===== src/tss_pkg.sv =====
package tss_pkg;

   // register map offsets
   localparam logic [7:0] ADDR_NOISE_THRESHOLD_SELECT  = 8'h38;
   localparam logic [7:0] ADDR_STANDBY_INPUT_ENABLE    = 8'h40;
   localparam logic [7:0] ADDR_STANDBY_SAMPLING_CONFIG = 8'h41;
   localparam logic [7:0] ADDR_STANDBY_GAIN_SELECT     = 8'h42;
   localparam logic [7:0] ADDR_STANDBY_THRESHOLD       = 8'h43;

   // values after reset
   localparam logic [1:0] RST_NOISE_LEVEL_FRACTION     = 2'h1;
   localparam logic [7:0] RST_STANDBY_INPUT_ENABLE     = 8'h00;
   localparam logic [7:0] RST_STANDBY_SAMPLING_CONFIG  = 8'h39;
   localparam logic [2:0] RST_STANDBY_GAIN             = 3'h2;
   localparam logic [6:0] RST_STANDBY_THRESHOLD        = 7'h40;

   // field positions inside the sampling configuration register
   localparam int CFG_ACCUMULATE_BIT = 7;
   localparam int CFG_COUNT_LSB      = 4;
   localparam int CFG_DURATION_LSB   = 2;
   localparam int CFG_PERIOD_LSB     = 0;

   // noise fraction is (code + NOISE_FRAC_BASE) eighths of the touch threshold
   localparam logic [2:0] NOISE_FRAC_BASE  = 3'h2;
   localparam int         NOISE_FRAC_SHIFT = 3;

   // gain: multiplier is 2^(GAIN_MAX_SHIFT - code), 128x down to 1x
   localparam logic [2:0] GAIN_MAX_SHIFT = 3'h7;

   // timing, figures in their own unit, converted at the 40 MHz clock
   localparam int CLOCK_KHZ            = 40000;
   localparam int STBY_SAMPLE_BASE_US  = 320;
   localparam int STBY_CYCLE_BASE_MS   = 35;
   localparam int STBY_SAMPLE_BASE_CYC = STBY_SAMPLE_BASE_US * CLOCK_KHZ / 1000;
   localparam int STBY_CYCLE_BASE_CYC  = STBY_CYCLE_BASE_MS * CLOCK_KHZ;

   typedef enum logic [1:0] {
      TSS_OFF,
      TSS_SAMPLE,
      TSS_REST
   } tss_state_t;

endpackage


===== src/tss_standby_sampler.sv =====
`timescale 1ns/100ps
module tss_standby_sampler
   import tss_pkg::*;
#(
   parameter int SAMPLE_BASE_CYC = STBY_SAMPLE_BASE_CYC,
   parameter int CYCLE_BASE_CYC  = STBY_CYCLE_BASE_CYC
) (
   // clock and reset
   input  wire logic        clock,
   input  wire logic        reset,
   // register port from the serial interface engine
   input  wire logic [7:0]  reg_addr,
   input  wire logic        reg_wr,
   input  wire logic [7:0]  reg_wdata,
   input  wire logic        reg_rd,
   output logic      [7:0]  reg_rdata,
   // control bits held elsewhere in the device
   input  wire logic        noise_exclusion_off,
   input  wire logic        standby,
   // normal-mode sample check for the recalibration routine
   input  wire logic        norm_valid,
   input  wire logic [7:0]  norm_delta,
   input  wire logic [6:0]  norm_threshold,
   output logic             recal_use,
   output logic             noise_flag,
   // analog front end in standby
   output logic             afe_active,
   output logic      [2:0]  afe_channel,
   input  wire logic [15:0] afe_delta,
   // standby results
   output logic             result_valid,
   output logic      [2:0]  result_channel,
   output logic      [7:0]  result_delta,
   output logic      [7:0]  standby_touch
);

   // software-visible registers
   logic [1:0] noise_level_fraction;
   logic [7:0] standby_input_enable;
   logic [7:0] standby_sampling_config;
   logic [2:0] standby_gain;
   logic [6:0] standby_threshold;

   // per-cycle copies so a cycle runs on one consistent setting
   logic [7:0] en_shadow;
   logic       accumulate_not_average;
   logic [2:0] standby_sample_count;
   logic [1:0] standby_sample_duration;
   logic [1:0] standby_cycle_period;
   logic [2:0] gain_shadow;
   logic [6:0] thr_shadow;

   tss_state_t state;
   tss_state_t next_state;
   logic [2:0]  ch_idx;
   logic [16:0] samp_cnt;
   logic [7:0]  set_cnt;
   logic [23:0] cyc_cnt;
   logic signed [23:0] acc;

   // register decode
   wire wr_noise = reg_wr && (reg_addr == ADDR_NOISE_THRESHOLD_SELECT);
   wire wr_en    = reg_wr && (reg_addr == ADDR_STANDBY_INPUT_ENABLE);
   wire wr_cfg   = reg_wr && (reg_addr == ADDR_STANDBY_SAMPLING_CONFIG);
   wire wr_gain  = reg_wr && (reg_addr == ADDR_STANDBY_GAIN_SELECT);
   wire wr_thr   = reg_wr && (reg_addr == ADDR_STANDBY_THRESHOLD);
   wire [7:0] rd_mux =
      (reg_addr == ADDR_NOISE_THRESHOLD_SELECT)  ? {6'h00, noise_level_fraction} :
      (reg_addr == ADDR_STANDBY_INPUT_ENABLE)    ? standby_input_enable :
      (reg_addr == ADDR_STANDBY_SAMPLING_CONFIG) ? standby_sampling_config :
      (reg_addr == ADDR_STANDBY_GAIN_SELECT)     ? {5'h00, standby_gain} :
      (reg_addr == ADDR_STANDBY_THRESHOLD)       ? {1'b0, standby_threshold} : 8'h00;

   // register writes; reserved bits are dropped on write and read as zero
   always_ff @(posedge clock) begin
      if (reset) begin
         noise_level_fraction    <= RST_NOISE_LEVEL_FRACTION;
         standby_input_enable    <= RST_STANDBY_INPUT_ENABLE;
         standby_sampling_config <= RST_STANDBY_SAMPLING_CONFIG;
         standby_gain            <= RST_STANDBY_GAIN;
         standby_threshold       <= RST_STANDBY_THRESHOLD;
         reg_rdata               <= 8'h00;
      end else begin
         if (wr_noise) noise_level_fraction <= reg_wdata[1:0];
         if (wr_en)    standby_input_enable <= reg_wdata;
         if (wr_cfg)   standby_sampling_config <= reg_wdata;
         if (wr_gain)  standby_gain <= reg_wdata[2:0];
         if (wr_thr)   standby_threshold <= reg_wdata[6:0];
         if (reg_rd)   reg_rdata <= rd_mux;
      end
   end

   // noise band: above (code+2)/8 of the touch threshold, not above the threshold
   wire [10:0] delta_x8  = {norm_delta, 3'b000};
   wire [2:0]  frac_mul  = {1'b0, noise_level_fraction} + NOISE_FRAC_BASE;
   // product is formed at full width; a 7-bit product would wrap for large thresholds
   wire [10:0] noise_lim = {4'h0, norm_threshold} * {8'h00, frac_mul};
   wire in_noise_band    = (delta_x8 > noise_lim) && ({1'b0, norm_delta} <= {2'b00, norm_threshold});
   wire exclude_sample   = in_noise_band && !noise_exclusion_off;

   always_ff @(posedge clock) begin
      if (reset) begin
         recal_use  <= 1'b0;
         noise_flag <= 1'b0;
      end else begin
         recal_use  <= norm_valid && !exclude_sample;
         noise_flag <= norm_valid && in_noise_band;
      end
   end

   // sampling timing from the cycle's settings
   wire [16:0] samp_len   = 17'(SAMPLE_BASE_CYC) << standby_sample_duration;
   wire [23:0] cyc_len    = 24'(CYCLE_BASE_CYC) * ({1'b0, standby_cycle_period} + 3'h1);
   wire [7:0]  set_len    = 8'h01 << standby_sample_count;
   // standby falling mid-sample stops the front end and drops the partial sample
   wire        sampling   = (state == TSS_SAMPLE) && standby;
   wire        ch_on      = en_shadow[ch_idx];
   wire        samp_done  = sampling && ch_on && (samp_cnt == samp_len - 17'h1);
   wire        set_done   = samp_done && (set_cnt == set_len - 8'h01);
   wire        last_ch    = (ch_idx == 3'h7);
   wire        ch_advance = (state == TSS_SAMPLE) && (!ch_on || set_done);
   wire        cyc_over   = (cyc_cnt >= cyc_len - 24'h1);
   wire        cycle_start;

   // delta count: sum or average, then gain, then saturate to the 8-bit count
   // saturation keeps a large summed touch from wrapping into a negative count
   wire signed [23:0] sum_full  = acc + 24'(signed'(afe_delta));
   wire signed [23:0] avg_full  = sum_full >>> standby_sample_count;
   wire signed [23:0] chosen    = accumulate_not_average ? sum_full : avg_full;
   wire signed [31:0] scaled    = 32'(chosen) <<< (GAIN_MAX_SHIFT - gain_shadow);
   wire        [7:0]  sat_delta = (scaled > 32'sd127)  ? 8'h7F :
                                  (scaled < -32'sd128) ? 8'h80 : scaled[7:0];
   wire               is_touch  = $signed(sat_delta) > $signed({1'b0, thr_shadow});

   // sequencer next state
   always_comb begin
      next_state = state;
      unique case (state)
         TSS_OFF:    if (standby) next_state = TSS_SAMPLE;
         TSS_SAMPLE: if (ch_advance && last_ch) next_state = cyc_over ? TSS_SAMPLE : TSS_REST;
         TSS_REST:   if (cyc_over) next_state = TSS_SAMPLE;
      endcase
      if (!standby) next_state = TSS_OFF;
   end
   assign cycle_start = standby && ((state == TSS_OFF) || (state == TSS_REST && cyc_over) ||
                                    (state == TSS_SAMPLE && ch_advance && last_ch && cyc_over));

   // settings are sampled only when a cycle begins
   always_ff @(posedge clock) begin
      if (reset) begin
         en_shadow               <= RST_STANDBY_INPUT_ENABLE;
         accumulate_not_average  <= RST_STANDBY_SAMPLING_CONFIG[CFG_ACCUMULATE_BIT];
         standby_sample_count    <= RST_STANDBY_SAMPLING_CONFIG[CFG_COUNT_LSB +: 3];
         standby_sample_duration <= RST_STANDBY_SAMPLING_CONFIG[CFG_DURATION_LSB +: 2];
         standby_cycle_period    <= RST_STANDBY_SAMPLING_CONFIG[CFG_PERIOD_LSB +: 2];
         gain_shadow             <= RST_STANDBY_GAIN;
         thr_shadow              <= RST_STANDBY_THRESHOLD;
      end else if (cycle_start) begin
         en_shadow               <= standby_input_enable;
         accumulate_not_average  <= standby_sampling_config[CFG_ACCUMULATE_BIT];
         standby_sample_count    <= standby_sampling_config[CFG_COUNT_LSB +: 3];
         standby_sample_duration <= standby_sampling_config[CFG_DURATION_LSB +: 2];
         standby_cycle_period    <= standby_sampling_config[CFG_PERIOD_LSB +: 2];
         gain_shadow             <= standby_gain;
         thr_shadow              <= standby_threshold;
      end
   end

   // cycle counter saturates so an overlong sampling phase cannot wrap it
   always_ff @(posedge clock) begin
      if (reset || cycle_start || !standby) cyc_cnt <= 24'h000000;
      else if (cyc_cnt != 24'hFFFFFF)       cyc_cnt <= cyc_cnt + 24'h000001;
   end

   // state, channel pointer and per-channel sample counters
   always_ff @(posedge clock) begin
      if (reset) begin
         state    <= TSS_OFF;
         ch_idx   <= 3'h0;
         samp_cnt <= 17'h00000;
         set_cnt  <= 8'h00;
         acc      <= 24'sh000000;
      end else begin
         state <= next_state;
         if (cycle_start || ch_advance) begin
            ch_idx   <= cycle_start ? 3'h0 : ch_idx + 3'h1;
            samp_cnt <= 17'h00000;
            set_cnt  <= 8'h00;
            acc      <= 24'sh000000;
         end else if (state == TSS_SAMPLE) begin
            samp_cnt <= samp_done ? 17'h00000 : samp_cnt + 17'h00001;
            if (samp_done) begin
               set_cnt <= set_cnt + 8'h01;
               acc     <= sum_full;
            end
         end
      end
   end

   // a channel's result only changes after its whole sample set
   always_ff @(posedge clock) begin
      if (reset) begin
         result_valid   <= 1'b0;
         result_channel <= 3'h0;
         result_delta   <= 8'h00;
         standby_touch  <= 8'h00;
      end else begin
         result_valid <= set_done;
         if (set_done) begin
            result_channel        <= ch_idx;
            result_delta          <= sat_delta;
            standby_touch[ch_idx] <= is_touch;
         end
      end
   end

   // the front end only runs while standby still holds
   assign afe_active  = sampling && ch_on;
   assign afe_channel = ch_idx;

   // helper: samples counted on the current channel, for checking only
   logic [8:0] chk_samples;
   always_ff @(posedge clock) begin
      if (reset || cycle_start || ch_advance) chk_samples <= 9'h000;
      else if (samp_done)                     chk_samples <= chk_samples + 9'h001;
   end

   a_reset_values: assert property (@(posedge clock) reset ##1 1'h1 |->
      noise_level_fraction == 2'h1 && standby_input_enable == 8'h00 &&
      standby_sampling_config == 8'h39 && standby_gain == 3'h2 && standby_threshold == 7'h40)
      else $error("register reset value wrong");
   a_noise_excluded: assert property (@(posedge clock) disable iff (reset)
      norm_valid && in_noise_band && !noise_exclusion_off |=> !recal_use && noise_flag)
      else $error("noise sample reached recalibration");
   a_exclusion_off: assert property (@(posedge clock) disable iff (reset)
      norm_valid && noise_exclusion_off |=> recal_use)
      else $error("sample dropped while exclusion disabled");
   a_disabled_idle: assert property (@(posedge clock) disable iff (reset)
      afe_active |-> en_shadow[afe_channel] && standby)
      else $error("disabled input sampled");
   a_full_set: assert property (@(posedge clock) disable iff (reset)
      set_done |-> chk_samples == {1'b0, set_len} - 9'h001)
      else $error("result before full sample set");
   a_channel_held: assert property (@(posedge clock) disable iff (reset)
      afe_active && !set_done && !cycle_start |=> afe_channel == $past(afe_channel))
      else $error("channel changed inside a sample set");
   a_touch_compare: assert property (@(posedge clock) disable iff (reset)
      result_valid |-> standby_touch[result_channel] ==
         ($signed(result_delta) > $signed({1'b0, $past(thr_shadow)})))
      else $error("touch decision disagrees with threshold");
   a_cycle_length: assert property (@(posedge clock) disable iff (reset)
      cycle_start && state != TSS_OFF |-> cyc_cnt >= cyc_len - 24'h1)
      else $error("standby cycle ended early");
   a_config_stable: assert property (@(posedge clock) disable iff (reset)
      state != TSS_OFF && !$past(cycle_start) |-> $stable(en_shadow) && $stable(gain_shadow))
      else $error("settings changed mid-cycle");
   a_rest_quiet: assert property (@(posedge clock) disable iff (reset)
      state == TSS_REST |-> !afe_active)
      else $error("sampling during rest");

   // further checks on the noise path and the standby sequencer
   a_noise_upper: assert property (@(posedge clock) disable iff (reset)
      norm_valid && ({1'h0, norm_delta} > {2'h0, norm_threshold}) |=> recal_use && !noise_flag)
      else $error("touch-level sample treated as noise");
   a_noise_idle: assert property (@(posedge clock) disable iff (reset)
      !norm_valid |=> !recal_use && !noise_flag)
      else $error("noise result without a sample");
   a_abort_quiet: assert property (@(posedge clock) disable iff (reset)
      !standby |=> state == TSS_OFF && !afe_active)
      else $error("sampling outside standby");
   a_touch_kept: assert property (@(posedge clock) disable iff (reset)
      !set_done |=> $stable(standby_touch))
      else $error("touch bits changed without a full set");
   a_rest_length: assert property (@(posedge clock) disable iff (reset)
      cycle_start && state == TSS_REST |-> cyc_cnt == cyc_len - 24'h1)
      else $error("rest phase ended off the period");
   a_first_channel: assert property (@(posedge clock) disable iff (reset)
      cycle_start |=> afe_channel == 3'h0)
      else $error("cycle did not start at the first input");

   // main scenarios that the bench is expected to reach
   c_touch_seen:  cover property (@(posedge clock) result_valid && |standby_touch);
   c_rest_phase:  cover property (@(posedge clock) state == TSS_SAMPLE ##1 state == TSS_REST);
   c_noise_spike: cover property (@(posedge clock) norm_valid && exclude_sample);
   c_stretch:     cover property (@(posedge clock) cycle_start && state == TSS_SAMPLE);
   c_sum_result:  cover property (@(posedge clock) result_valid && accumulate_not_average);

endmodule


===== config.mk =====
export PLATFORM = sky130hd
export DESIGN_NAME = tss_standby_sampler
export DESIGN_NICKNAME = d
export VERILOG_FILES = /design/src/tss_pkg.sv /design/src/tss_standby_sampler.sv
export SDC_FILE = /design/constraint.sdc
export NUM_CORES = 1
export LEC_CHECK = 0
export BUFFER_PORTS_ARGS = -buffer_cell sky130_fd_sc_hd__buf_4
export CAP_MARGIN = 40
export CORE_UTILIZATION = 35
export CTS_CLUSTER_SIZE = 24
export DETAILED_ROUTE_END_ITERATION = 7
export SLEW_MARGIN = 20
export SYNTH_ARGS = -nofsm -noshare
export SYNTH_HDL_FRONTEND = slang
export SYNTH_SLANG_ARGS = --single-unit

===== constraint.sdc =====
create_clock -name clock -period 6.75 [get_ports clock]
set_input_delay 0.675 -clock clock [delete_from_list [all_inputs] [get_ports clock]]
set_output_delay 0.675 -clock clock [all_outputs]
set_load 0.05 [all_outputs]

==> results, run 1 <==
- The run finished with clean final reports.
- The number of buffer cells added on primary ports is 87.
- The initial cell density of the core is 35.8%.
- The total nets after synthesis is 1841.
- From synthesis to final layout, the design area changed by 22.3%.
- Clock-pin slew was measured on the worst setup and hold paths at 0.07 ns.
- The final critical path takes up 93.7% of the cycle.
- The global placer's final weighted congestion is 0.973.
- The final-layout setup total negative slack is 0 ns.
- The initial antenna violation count is 1.
- The synthesized netlist devotes 8.87% of its cell area to adder and majority cells.
- The total count of hold-check failures in the final report is 0.
- The number of global-route vias before repair is 13457.
- The shortest clock period the worst path allows after layout is 6.32 ns.
- The simple-gate share of the synthesized area is 24.2%.
- The fraction of power consumed by sequential logic is 37.3%.
- Entering global routing, the biggest net connects 91 pins.
- TritonCTS built the clock tree.
- By area, the combinational part of the netlist is dominated by compound AO/OA/AOI/OAI gates.
- The endpoint identified for the worst register-to-register timing path is standby_touch[1]$_SDFFE_PP0P_.
- The routed wire length per instance is 18.8 um.
- Summed over all cells, the static leakage comes to 6.65 nW.
- In this run the worst hold path is classified as register to register.
- In this run the worst path has a maximum fanout of 9.
- Leaving out fill and tap cells, the most frequent cells in the layout are sky130_fd_sc_hd__buf_4, sky130_fd_sc_hd__nor2_1, sky130_fd_sc_hd__dfxtp_1.
- By instance count, the cell type seen most on the critical path is sky130_fd_sc_hd__nand2b_1.
- The synthesized netlist devotes 25.4% of its cell area to compound gates.
- Detailed placement finished with a half-perimeter wire length of 34.5 mm.
- The critical path in this run is classified as register to register.
- The count of yosys warnings during synthesis is 0.
- The power density over the cells is 161 nW/um^2.
- The first routing iteration left 1177 violations.
- For this run, the share of the core covered by cells in the final layout is 43.7%.
- For the worst setup path, the data required time is 7.07 ns.
- The final wirelength is 44.8 mm.
- Of the total power, the clock network draws 40.3%.
- The top flip-flop cell by instance count after synthesis is sky130_fd_sc_hd__dfxtp_1.
- The slowest library cell on the worst path is sky130_fd_sc_hd__o211ai_1.
- After detailed routing, the number of remaining DRC violations is 0.
- For the worst flop-to-flop path, the logic depth is 28.
- The number of placement rows is 70.
- The register bit total from synthesis is 162.
- The area inside the core boundary is 36800 sq um.
- For the pin with the worst max-slew slack, the measured transition is 0.877 ns.
- Derived from the worst setup path, the maximum achievable clock frequency is 0.158 GHz.
- In this design, the stage delay of the slowest critical-path cell is 0.45 ns.
- The overall routing resource usage is 23.2%.
- The flop-to-flop setup slack is 0.43 ns.
- The clock root buffer master is sky130_fd_sc_hd__clkbuf_16.
- The die is 196 um tall.
- The setup-violating endpoint count in the final report is 0.
- Across the run, the number of max-cap violations was 0.
- The width of the die is 196 um.
- The max-slew violation count came to 0.
- Summing the areas of all xor and xnor instances in the mapped netlist gives 4.73% of the synthesized area.
- For this run, the post-layout net count is 2047.
- The share of the Yosys chip area taken by registers is 24.7%.
- The proportion of total power due to net switching is 29.3%.
- The worst hold path terminates at acc[11]$_SDFFE_PP0P_.
- The setup skew after layout is 0.0257 ns.
- At the worst endpoint, the arrival time is 6.65 ns.
- The net switching power is 0.000760 W.
- Fill cells in the final layout number 3691.
- The count of flip-flops with a built-in enable after synthesis is 0.
- The internal power of the cells totals 0.00184 W.
- The I/O pin count is 88.
- The count of nets left with antenna violations once routing finished came out at 0.
- Averaged over all synthesized cells, the footprint is 7.76 sq um.
- The type of element launching the critical path is a register.
- The count of different cell masters after synthesis is 104.
- No sink is reached through more buffers than the 2 on the longest clock path.
- The post-synthesis mux area share is 6.62%.
- In the routed layout, each cell is associated on average with a via count of 5.76.
- The startpoint of the worst register-to-register path is acc[8]$_SDFFE_PP0P_.
- After clock tree synthesis, the flow added hold-fix buffers numbering 0.
- The startpoint identified for the worst hold timing path is acc[11]$_SDFFE_PP0P_.
- Synthesis produced 1695 cells.
- The commonest non-fill, non-tap cell in the layout is sky130_fd_sc_hd__buf_4.
- The area of the die is 38400 sq um.
- The ratio of cells with drive above 1 in the final layout is 20.5%.
- The netlist area before placement is 13200 sq um.
- STA classifies the critical path endpoint as a register.
- The insertion delay to the later sink of the worst-skew pair is 0.45 ns.
- The H-tree depth reported by CTS is 4.
- The repair_antennas step left the layout with diodes totalling 0.
- The clock net sink count is 162.
- The TritonCTS buffer count is 17.
- Headroom to the max-slew limit came out at 41.3%.
- In the synthesized netlist the async set-or-reset flop fraction comes to 0%.
- The first global-routing pass estimated 71.4 mm of wire.
- The combinational share of power is 22.4%.
- IR analysis of the VDD net gives a maximum drop of 190 uV.
- The multi-input logic area is 9290 sq um.
- The number of detailed-routing iterations run before antenna repair is 5.
- The total vias in the final route is 13711.
- The footprint of the flip-flops and latches is 3240 sq um.
- The number of stages on the worst hold path is 2.
- The total congestion overflow is 0.
flip-flops by register name, indices dropped and copies added, names as in the netlist, 3 cells and up:
register                 count
afe_channel                  3
standby_input_enable         8
en_shadow                    8
result_channel               3
thr_shadow                   7
standby_sample_count         3
reg_rdata                    8
result_delta                 8
samp_cnt                    17
set_cnt                      8
standby_touch                8
standby_sampling_config      8
standby_gain                 3
acc                         24
cyc_cnt                     24
gain_shadow                  3
standby_threshold            7
Yosys cell counts (13+ instances only):
cell | n | area [sq um]
sky130_fd_sc_hd__nand2_1 | 154 | 578
sky130_fd_sc_hd__nand4_1 | 26 | 163
sky130_fd_sc_hd__nand2b_1 | 18 | 113
sky130_fd_sc_hd__o21a_1 | 14 | 105
sky130_fd_sc_hd__nor3_1 | 57 | 285
sky130_fd_sc_hd__nor2_1 | 220 | 826
sky130_fd_sc_hd__a31oi_1 | 14 | 87.6
sky130_fd_sc_hd__a21oi_1 | 116 | 581
sky130_fd_sc_hd__nor2b_1 | 22 | 138
sky130_fd_sc_hd__nand3_1 | 63 | 315
sky130_fd_sc_hd__a211o_1 | 21 | 184
sky130_fd_sc_hd__xor2_1 | 43 | 377
sky130_fd_sc_hd__o22ai_1 | 17 | 106
sky130_fd_sc_hd__clkbuf_1 | 61 | 229
sky130_fd_sc_hd__xnor2_1 | 28 | 245
sky130_fd_sc_hd__mux2i_1 | 63 | 631
sky130_fd_sc_hd__a21o_1 | 17 | 128
sky130_fd_sc_hd__o21ai_0 | 61 | 305
sky130_fd_sc_hd__and2_1 | 15 | 93.8
sky130_fd_sc_hd__a211oi_1 | 31 | 233
sky130_fd_sc_hd__o211ai_1 | 18 | 135
sky130_fd_sc_hd__ha_1 | 90 | 1130
sky130_fd_sc_hd__and3_1 | 23 | 144
sky130_fd_sc_hd__inv_1 | 51 | 191
sky130_fd_sc_hd__dfxtp_1 | 162 | 3240
sky130_fd_sc_hd__nor4_1 | 13 | 81.3
stage by stage:
stage	instances	hold slack [ns]	instance area (sq um)	power, W	worst slack, ns
floorplan	1695	0.435	13200	0.00133	0.649
global placement	2343	0.446	15300	0.00154	-0.311
detailed placement	2346	0.450	15300	0.00155	-0.252
CTS	2378	0.436	15900	0.00260	0.125
global route	2382	0.445	16100	0.00270	-0.0426
finish	2382	0.456	16100	0.00260	0.427
repair_timing:
action,4_1_cts,5_1_grt
buffers inserted,0,2
resized for setup,0,30
endpoints found under the setup margin,0,8
worst max-delay path by stage:
| stage | startpoint | end | slack (ns) | cells past startpoint |
|---|---|---|---|---|
| final | acc[8]$_SDFFE_PP0P_ | standby_touch[1]$_SDFFE_PP0P_ | 0.43 | 28 |
| after global routing | acc[8]$_SDFFE_PP0P_ | standby_touch[2]$_SDFFE_PP0P_ | -0.04 | 31 |
| after global placement | afe_delta[2] | standby_touch[0]$_SDFFE_PP0P_ | -0.31 | 29 |
| after detailed placement | afe_delta[0] | standby_touch[0]$_SDFFE_PP0P_ | -0.25 | 30 |
| after floorplan | afe_delta[0] | standby_touch[3]$_SDFFE_PP0P_ | 0.65 | 29 |
| after CTS | acc[0]$_SDFFE_PP0P_ | standby_touch[0]$_SDFFE_PP0P_ | 0.12 | 29 |
critical path, delay by kind of cell, from the launching register on:
family	cells	cell delay, ns
AO/OA/AOI/OAI	11	2.63
adder cells (fa/ha/maj)	2	0.58
buffers and inverters	2	0.35
flip-flops	1	0.34
multiplexers	1	0.16
AND/OR/NAND/NOR	12	2.12
power by group through the flow:
stage                     Sequential (W)  Combinational (W)  Clock [W]
after detailed placement        0.000989           0.000558          0
after global placement          0.000990           0.000551          0
final                           0.000968           0.000581    0.00105
after floorplan                 0.000991           0.000336          0
after CTS                       0.000968           0.000561    0.00107
after global routing            0.000968           0.000631    0.00111
metal layers:
layer,GRT usage [%],wire length (um)
met5,0,8
met2,36.9,20300
met3,3.78,2520
met4,8.88,1310
met1,31.3,20700
cell families (layout without fill, tap and decap cells):
logic type	count (synthesis)	in the layout
AND/OR/NAND/NOR	665	665
AO/OA/AOI/OAI	476	476
flip-flops	162	162
buffers and inverters	149	368
adder cells (fa/ha/maj)	92	92
multiplexers	79	79
XOR/XNOR	71	71
other	1	1
final cells by class:
cell class,instances,share of cell area (%)
Multi-Input combinational cell,1384,57.7
Sequential cell,162,20.2
Timing Repair Buffer,282,13.4
Tap cell,468,3.64
Clock buffer,20,2.71
Inverter,54,1.26
Clock inverter,12,1.12
No activity file was read; power rests on OpenSTA's default activity.
==> run 2: changes to the inputs <==
clock period = 6.87 ns   (was 6.75 ns; I/O delays follow)
==> results, run 2 (synthesis gave the netlist of run 1 again) <==
- The shortest clock period the worst path allows after layout came to 6.48 ns (+0.152 ns).
- The worst setup slack before clock tree synthesis came to -0.315 ns (-0.0625 ns).
- The highest attainable clock frequency is 0.154 GHz (-2.4%).
- The total congestion overflow is 0 (unchanged).
- The number of nets at the end of the flow is 2040 (-0.34%).
- The setup-violating endpoint count in the final report is 0 (unchanged).
- The number of hold buffers added after CTS is 0 (unchanged).
- The count of maximum capacitance violations is 0 (unchanged).
- Grouping stages by cell kind, the critical path spends the most delay in compound AO/OA/AOI/OAI gates.
- The class of the tightest hold or removal check is register to register.
- The I/O pin count came to 88 (unchanged).
- The count of buffering cells on the critical path with inverters included is 3 (+1).
- The number of buffer cells added on primary ports is 87 (unchanged).
- The CTS tree is done.
- The initial antenna violation count is 0 (-1).
- The total vias in the final route is 13753 (+0.31%).
- The capture point of the worst reg-to-reg path is standby_touch[5]$_SDFFE_PP0P_.
- The width of the die is 196 um (unchanged).
- The clock share of power is 38.4% (-1.9 points).
- The number of cells on the critical path came to 31 (+11%).
- The clock root buffer master is sky130_fd_sc_hd__clkbuf_16.
- The setup path with the least slack is of type register to register.
- The area inside the core boundary is 36800 sq um (unchanged).
- The transition time at the pin with the least slew margin was 0.795 ns (-0.0829 ns).
- The internal power summed over all cells is 0.00169 W (-8.0%).
- Leaving out fill and tap cells, the most frequent cell in the layout is sky130_fd_sc_hd__buf_4.
- The number of nets with antenna violations after detailed routing is 0 (unchanged).
- The post-cts gate resize count is 0 (unchanged).
- The TritonCTS buffer count is 17 (unchanged).
- The global placer's final weighted congestion is 0.973 (about the same).
- The final worst setup slack is 0.395 ns (-0.0323 ns).
- The proportion of total power due to net switching is 31.3% (+2.0 points).
- The setup skew after layout is 0.0226 ns (-0.00309 ns).
- The clock net sink count came to 162 (unchanged).
- The total count of hold-check failures in the final report is 0 (unchanged).
- The routed wire length per instance is 18.9 um (+0.58%).
- The number of global-route vias before repair is 13156 (-2.2%).
- The largest registers in the layout are acc x24, cyc_cnt x24, samp_cnt x17.
- The height of the die was 196 um (unchanged).
- The standby leakage power is 6.59 nW (-0.84%).
- The number of DRC violations after detailed-routing iteration 0 is 1177 (unchanged).
- The footprint of the flip-flops and latches is 3240 sq um (unchanged).
- The H-tree depth reported by CTS was 4 (unchanged).
- The highest fanout seen on the critical path is 8 (-1).
- The power density over the cells is 154 nW/um^2 (-4.5%).
- The net switching power is 0.000768 W (+1.0%).
- The fraction of power consumed by sequential logic is 38.7% (+1.4 points).
- The critical path capture point is standby_touch[5]$_SDFFE_PP0P_.
- The HPWL after detailed placement is 34.7 mm (+0.38%).
- The antenna diode count is 0 (unchanged).
- The remaining routing DRC violations is 0 (unchanged).
- The share of the core filled with cells is 43.3% (-0.39 points).
- The worst reg-to-reg path cell count is 31 (+11%).
- The critical path required time is 7.20 ns (+0.13 ns).
- The placement-stage cell area is 15300 sq um (-0.42%).
- The arrival time of the worst setup path is 6.81 ns (+0.16 ns).
- The type of element launching the critical path is a register.
- The flop-to-flop setup slack is 0.39 ns (-0.03 ns).
- The delay of the slowest cell on the worst path came to 0.50 ns (+0.05 ns).
- The worst hold slack after final layout is 0.456 ns (-0.000282 ns).
- The maximum number of pins on one net before global-route repair was 91 (unchanged).
- The number of detailed-routing iterations run before antenna repair came to 5 (unchanged).
- The multi-input logic area is 9260 sq um (-0.30%).
- The total design power is 0.00246 W (-5.3%).
- The number of placement rows is 70 (unchanged).
- The overall routing resource usage is 23.4% (+0.23 points).
- The ratio of cells with drive above 1 in the final layout came to 20.1% (-0.40 points).
- The flow ran to the end, and the final reports show no timing, DRC or antenna violations.
- The count of fill cells added during filler insertion is 3740 (+1.3%).
- The library cells used most frequently in the layout, excluding fill and tap cells, are sky130_fd_sc_hd__buf_4, sky130_fd_sc_hd__nor2_1, sky130_fd_sc_hd__dfxtp_1.
- The slowest stage of the critical path is the sky130_fd_sc_hd__or4_1 cell.
- The worst IR drop on VDD is 188 uV (-1.0%).
- Relative to the synthesized area, the layout overhead comes to 21.2%.
- The clock transition at the registers of the reported paths is 0.07 ns (about the same).
- The final period utilization came to 94.3% (+0.58 points).
- The mean number of vias per cell is 5.79 (+0.60%).
- The relative max-transition margin is 46.7% (+5.4 points).
- The initial cell density of the core is 35.8% (unchanged).
- The critical path launch point is acc[0]$_SDFFE_PP0P_.
- The startpoint of the worst register-to-register path is acc[0]$_SDFFE_PP0P_.
- The max-slew violation count is 0 (unchanged).
- The area of the die came to 38400 sq um (unchanged).
- The combinational share of power was 23.0% (+0.6 points).
- The post-CTS setup buffer count came to 0 (unchanged).
- The final wirelength is 44.9 mm (+0.28%).
- The insertion delay to the later sink of the worst-skew pair was 0.46 ns (about the same).
- The wire length of the first global-routing pass is 71.6 mm (+0.20%).
- The worst setup path is captured at a register.
- The summed area of non-filler cells in the final layout is 15900 sq um (-0.89%).
- The number of buffers on the longest clock path was 2 (unchanged).
run 2: cell count changes in the layout (fill, tap and decap cells not counted), moves of 3 or more:
cell | previous run | this run
sky130_fd_sc_hd__a21boi_1 | 5 | 2
sky130_fd_sc_hd__buf_4 | 277 | 272
sky130_fd_sc_hd__a2111oi_1 | 3 | 0
sky130_fd_sc_hd__a21boi_0 | 1 | 4
sky130_fd_sc_hd__clkinv_4 | 1 | 4
sky130_fd_sc_hd__bufinv_16 | 4 | 1
run 2: power by group through the flow:
stage | Sequential (W) | Combinational [W] | Clock, W
global placement | 0.000972 | 0.000545 | 0
detailed placement | 0.000972 | 0.000546 | 0
floorplan | 0.000974 | 0.000331 | 0
CTS | 0.000950 | 0.000549 | 0.000961
global route | 0.000951 | 0.000613 | 0.000999
finish | 0.000951 | 0.000564 | 0.000942
run 2: area by class of cell:
type                            count  area share [%]
Inverter                           54            1.27
Tap cell                          468            3.67
Clock inverter                     14           0.824
Clock buffer                       18            2.69
Sequential cell                   162            20.3
Multi-Input combinational cell   1384            58.1
Timing Repair Buffer              275            13.1
run 2: layer usage:
| layer | vias to the layer above | track usage, % | wire length [um] |
|---|---|---|---|
| met3 | 76 | 3.52 | 2550 |
| met4 | 0 | 8.39 | 1090 |
| met2 | 464 | 37.4 | 20400 |
| met1 | 6551 | 31.9 | 20900 |
| met5 | - | 0 | 0 |
| li1 | 6662 | - | - |
run 2: worst min-delay path by stage:
stage / cells after the start / from / slack [ns] / end
6_report: 2 / acc[11]$_SDFFE_PP0P_ / 0.46 / acc[11]$_SDFFE_PP0P_
5_1_grt: 2 / reg_wdata[3] / 0.46 / standby_sampling_config[3]$_SDFFE_PP1P_
4_1_cts: 2 / reg_wdata[3] / 0.45 / standby_sampling_config[3]$_SDFFE_PP1P_
3_5_place_dp: 2 / acc[9]$_SDFFE_PP0P_ / 0.45 / acc[9]$_SDFFE_PP0P_
3_3_place_gp: 2 / acc[11]$_SDFFE_PP0P_ / 0.44 / acc[11]$_SDFFE_PP0P_
2_1_floorplan: 1 / thr_shadow[6]$_SDFFE_PP1P_ / 0.44 / thr_shadow[6]$_SDFFE_PP1P_
run 2: per-stage QoR:
stage | TNS, ns | instances
6_report | 0 | 2375
5_1_grt | -0.00104 | 2375
4_1_cts | 0 | 2372
3_5_place_dp | -2.20 | 2340
3_3_place_gp | -3.69 | 2337
2_1_floorplan | 0 | 1695
run 2: worst reg2reg max path, delay by kind of cell, from the launching register on:
| family | cells | cell delay [ns] |
|---|---|---|
| adders and majority gates | 3 | 0.87 |
| and+or+nand+nor | 10 | 1.47 |
| DFF | 1 | 0.34 |
| muxes | 2 | 0.51 |
| AOI/OAI and AO/OA | 13 | 2.78 |
| buffers and inverters | 3 | 0.41 |
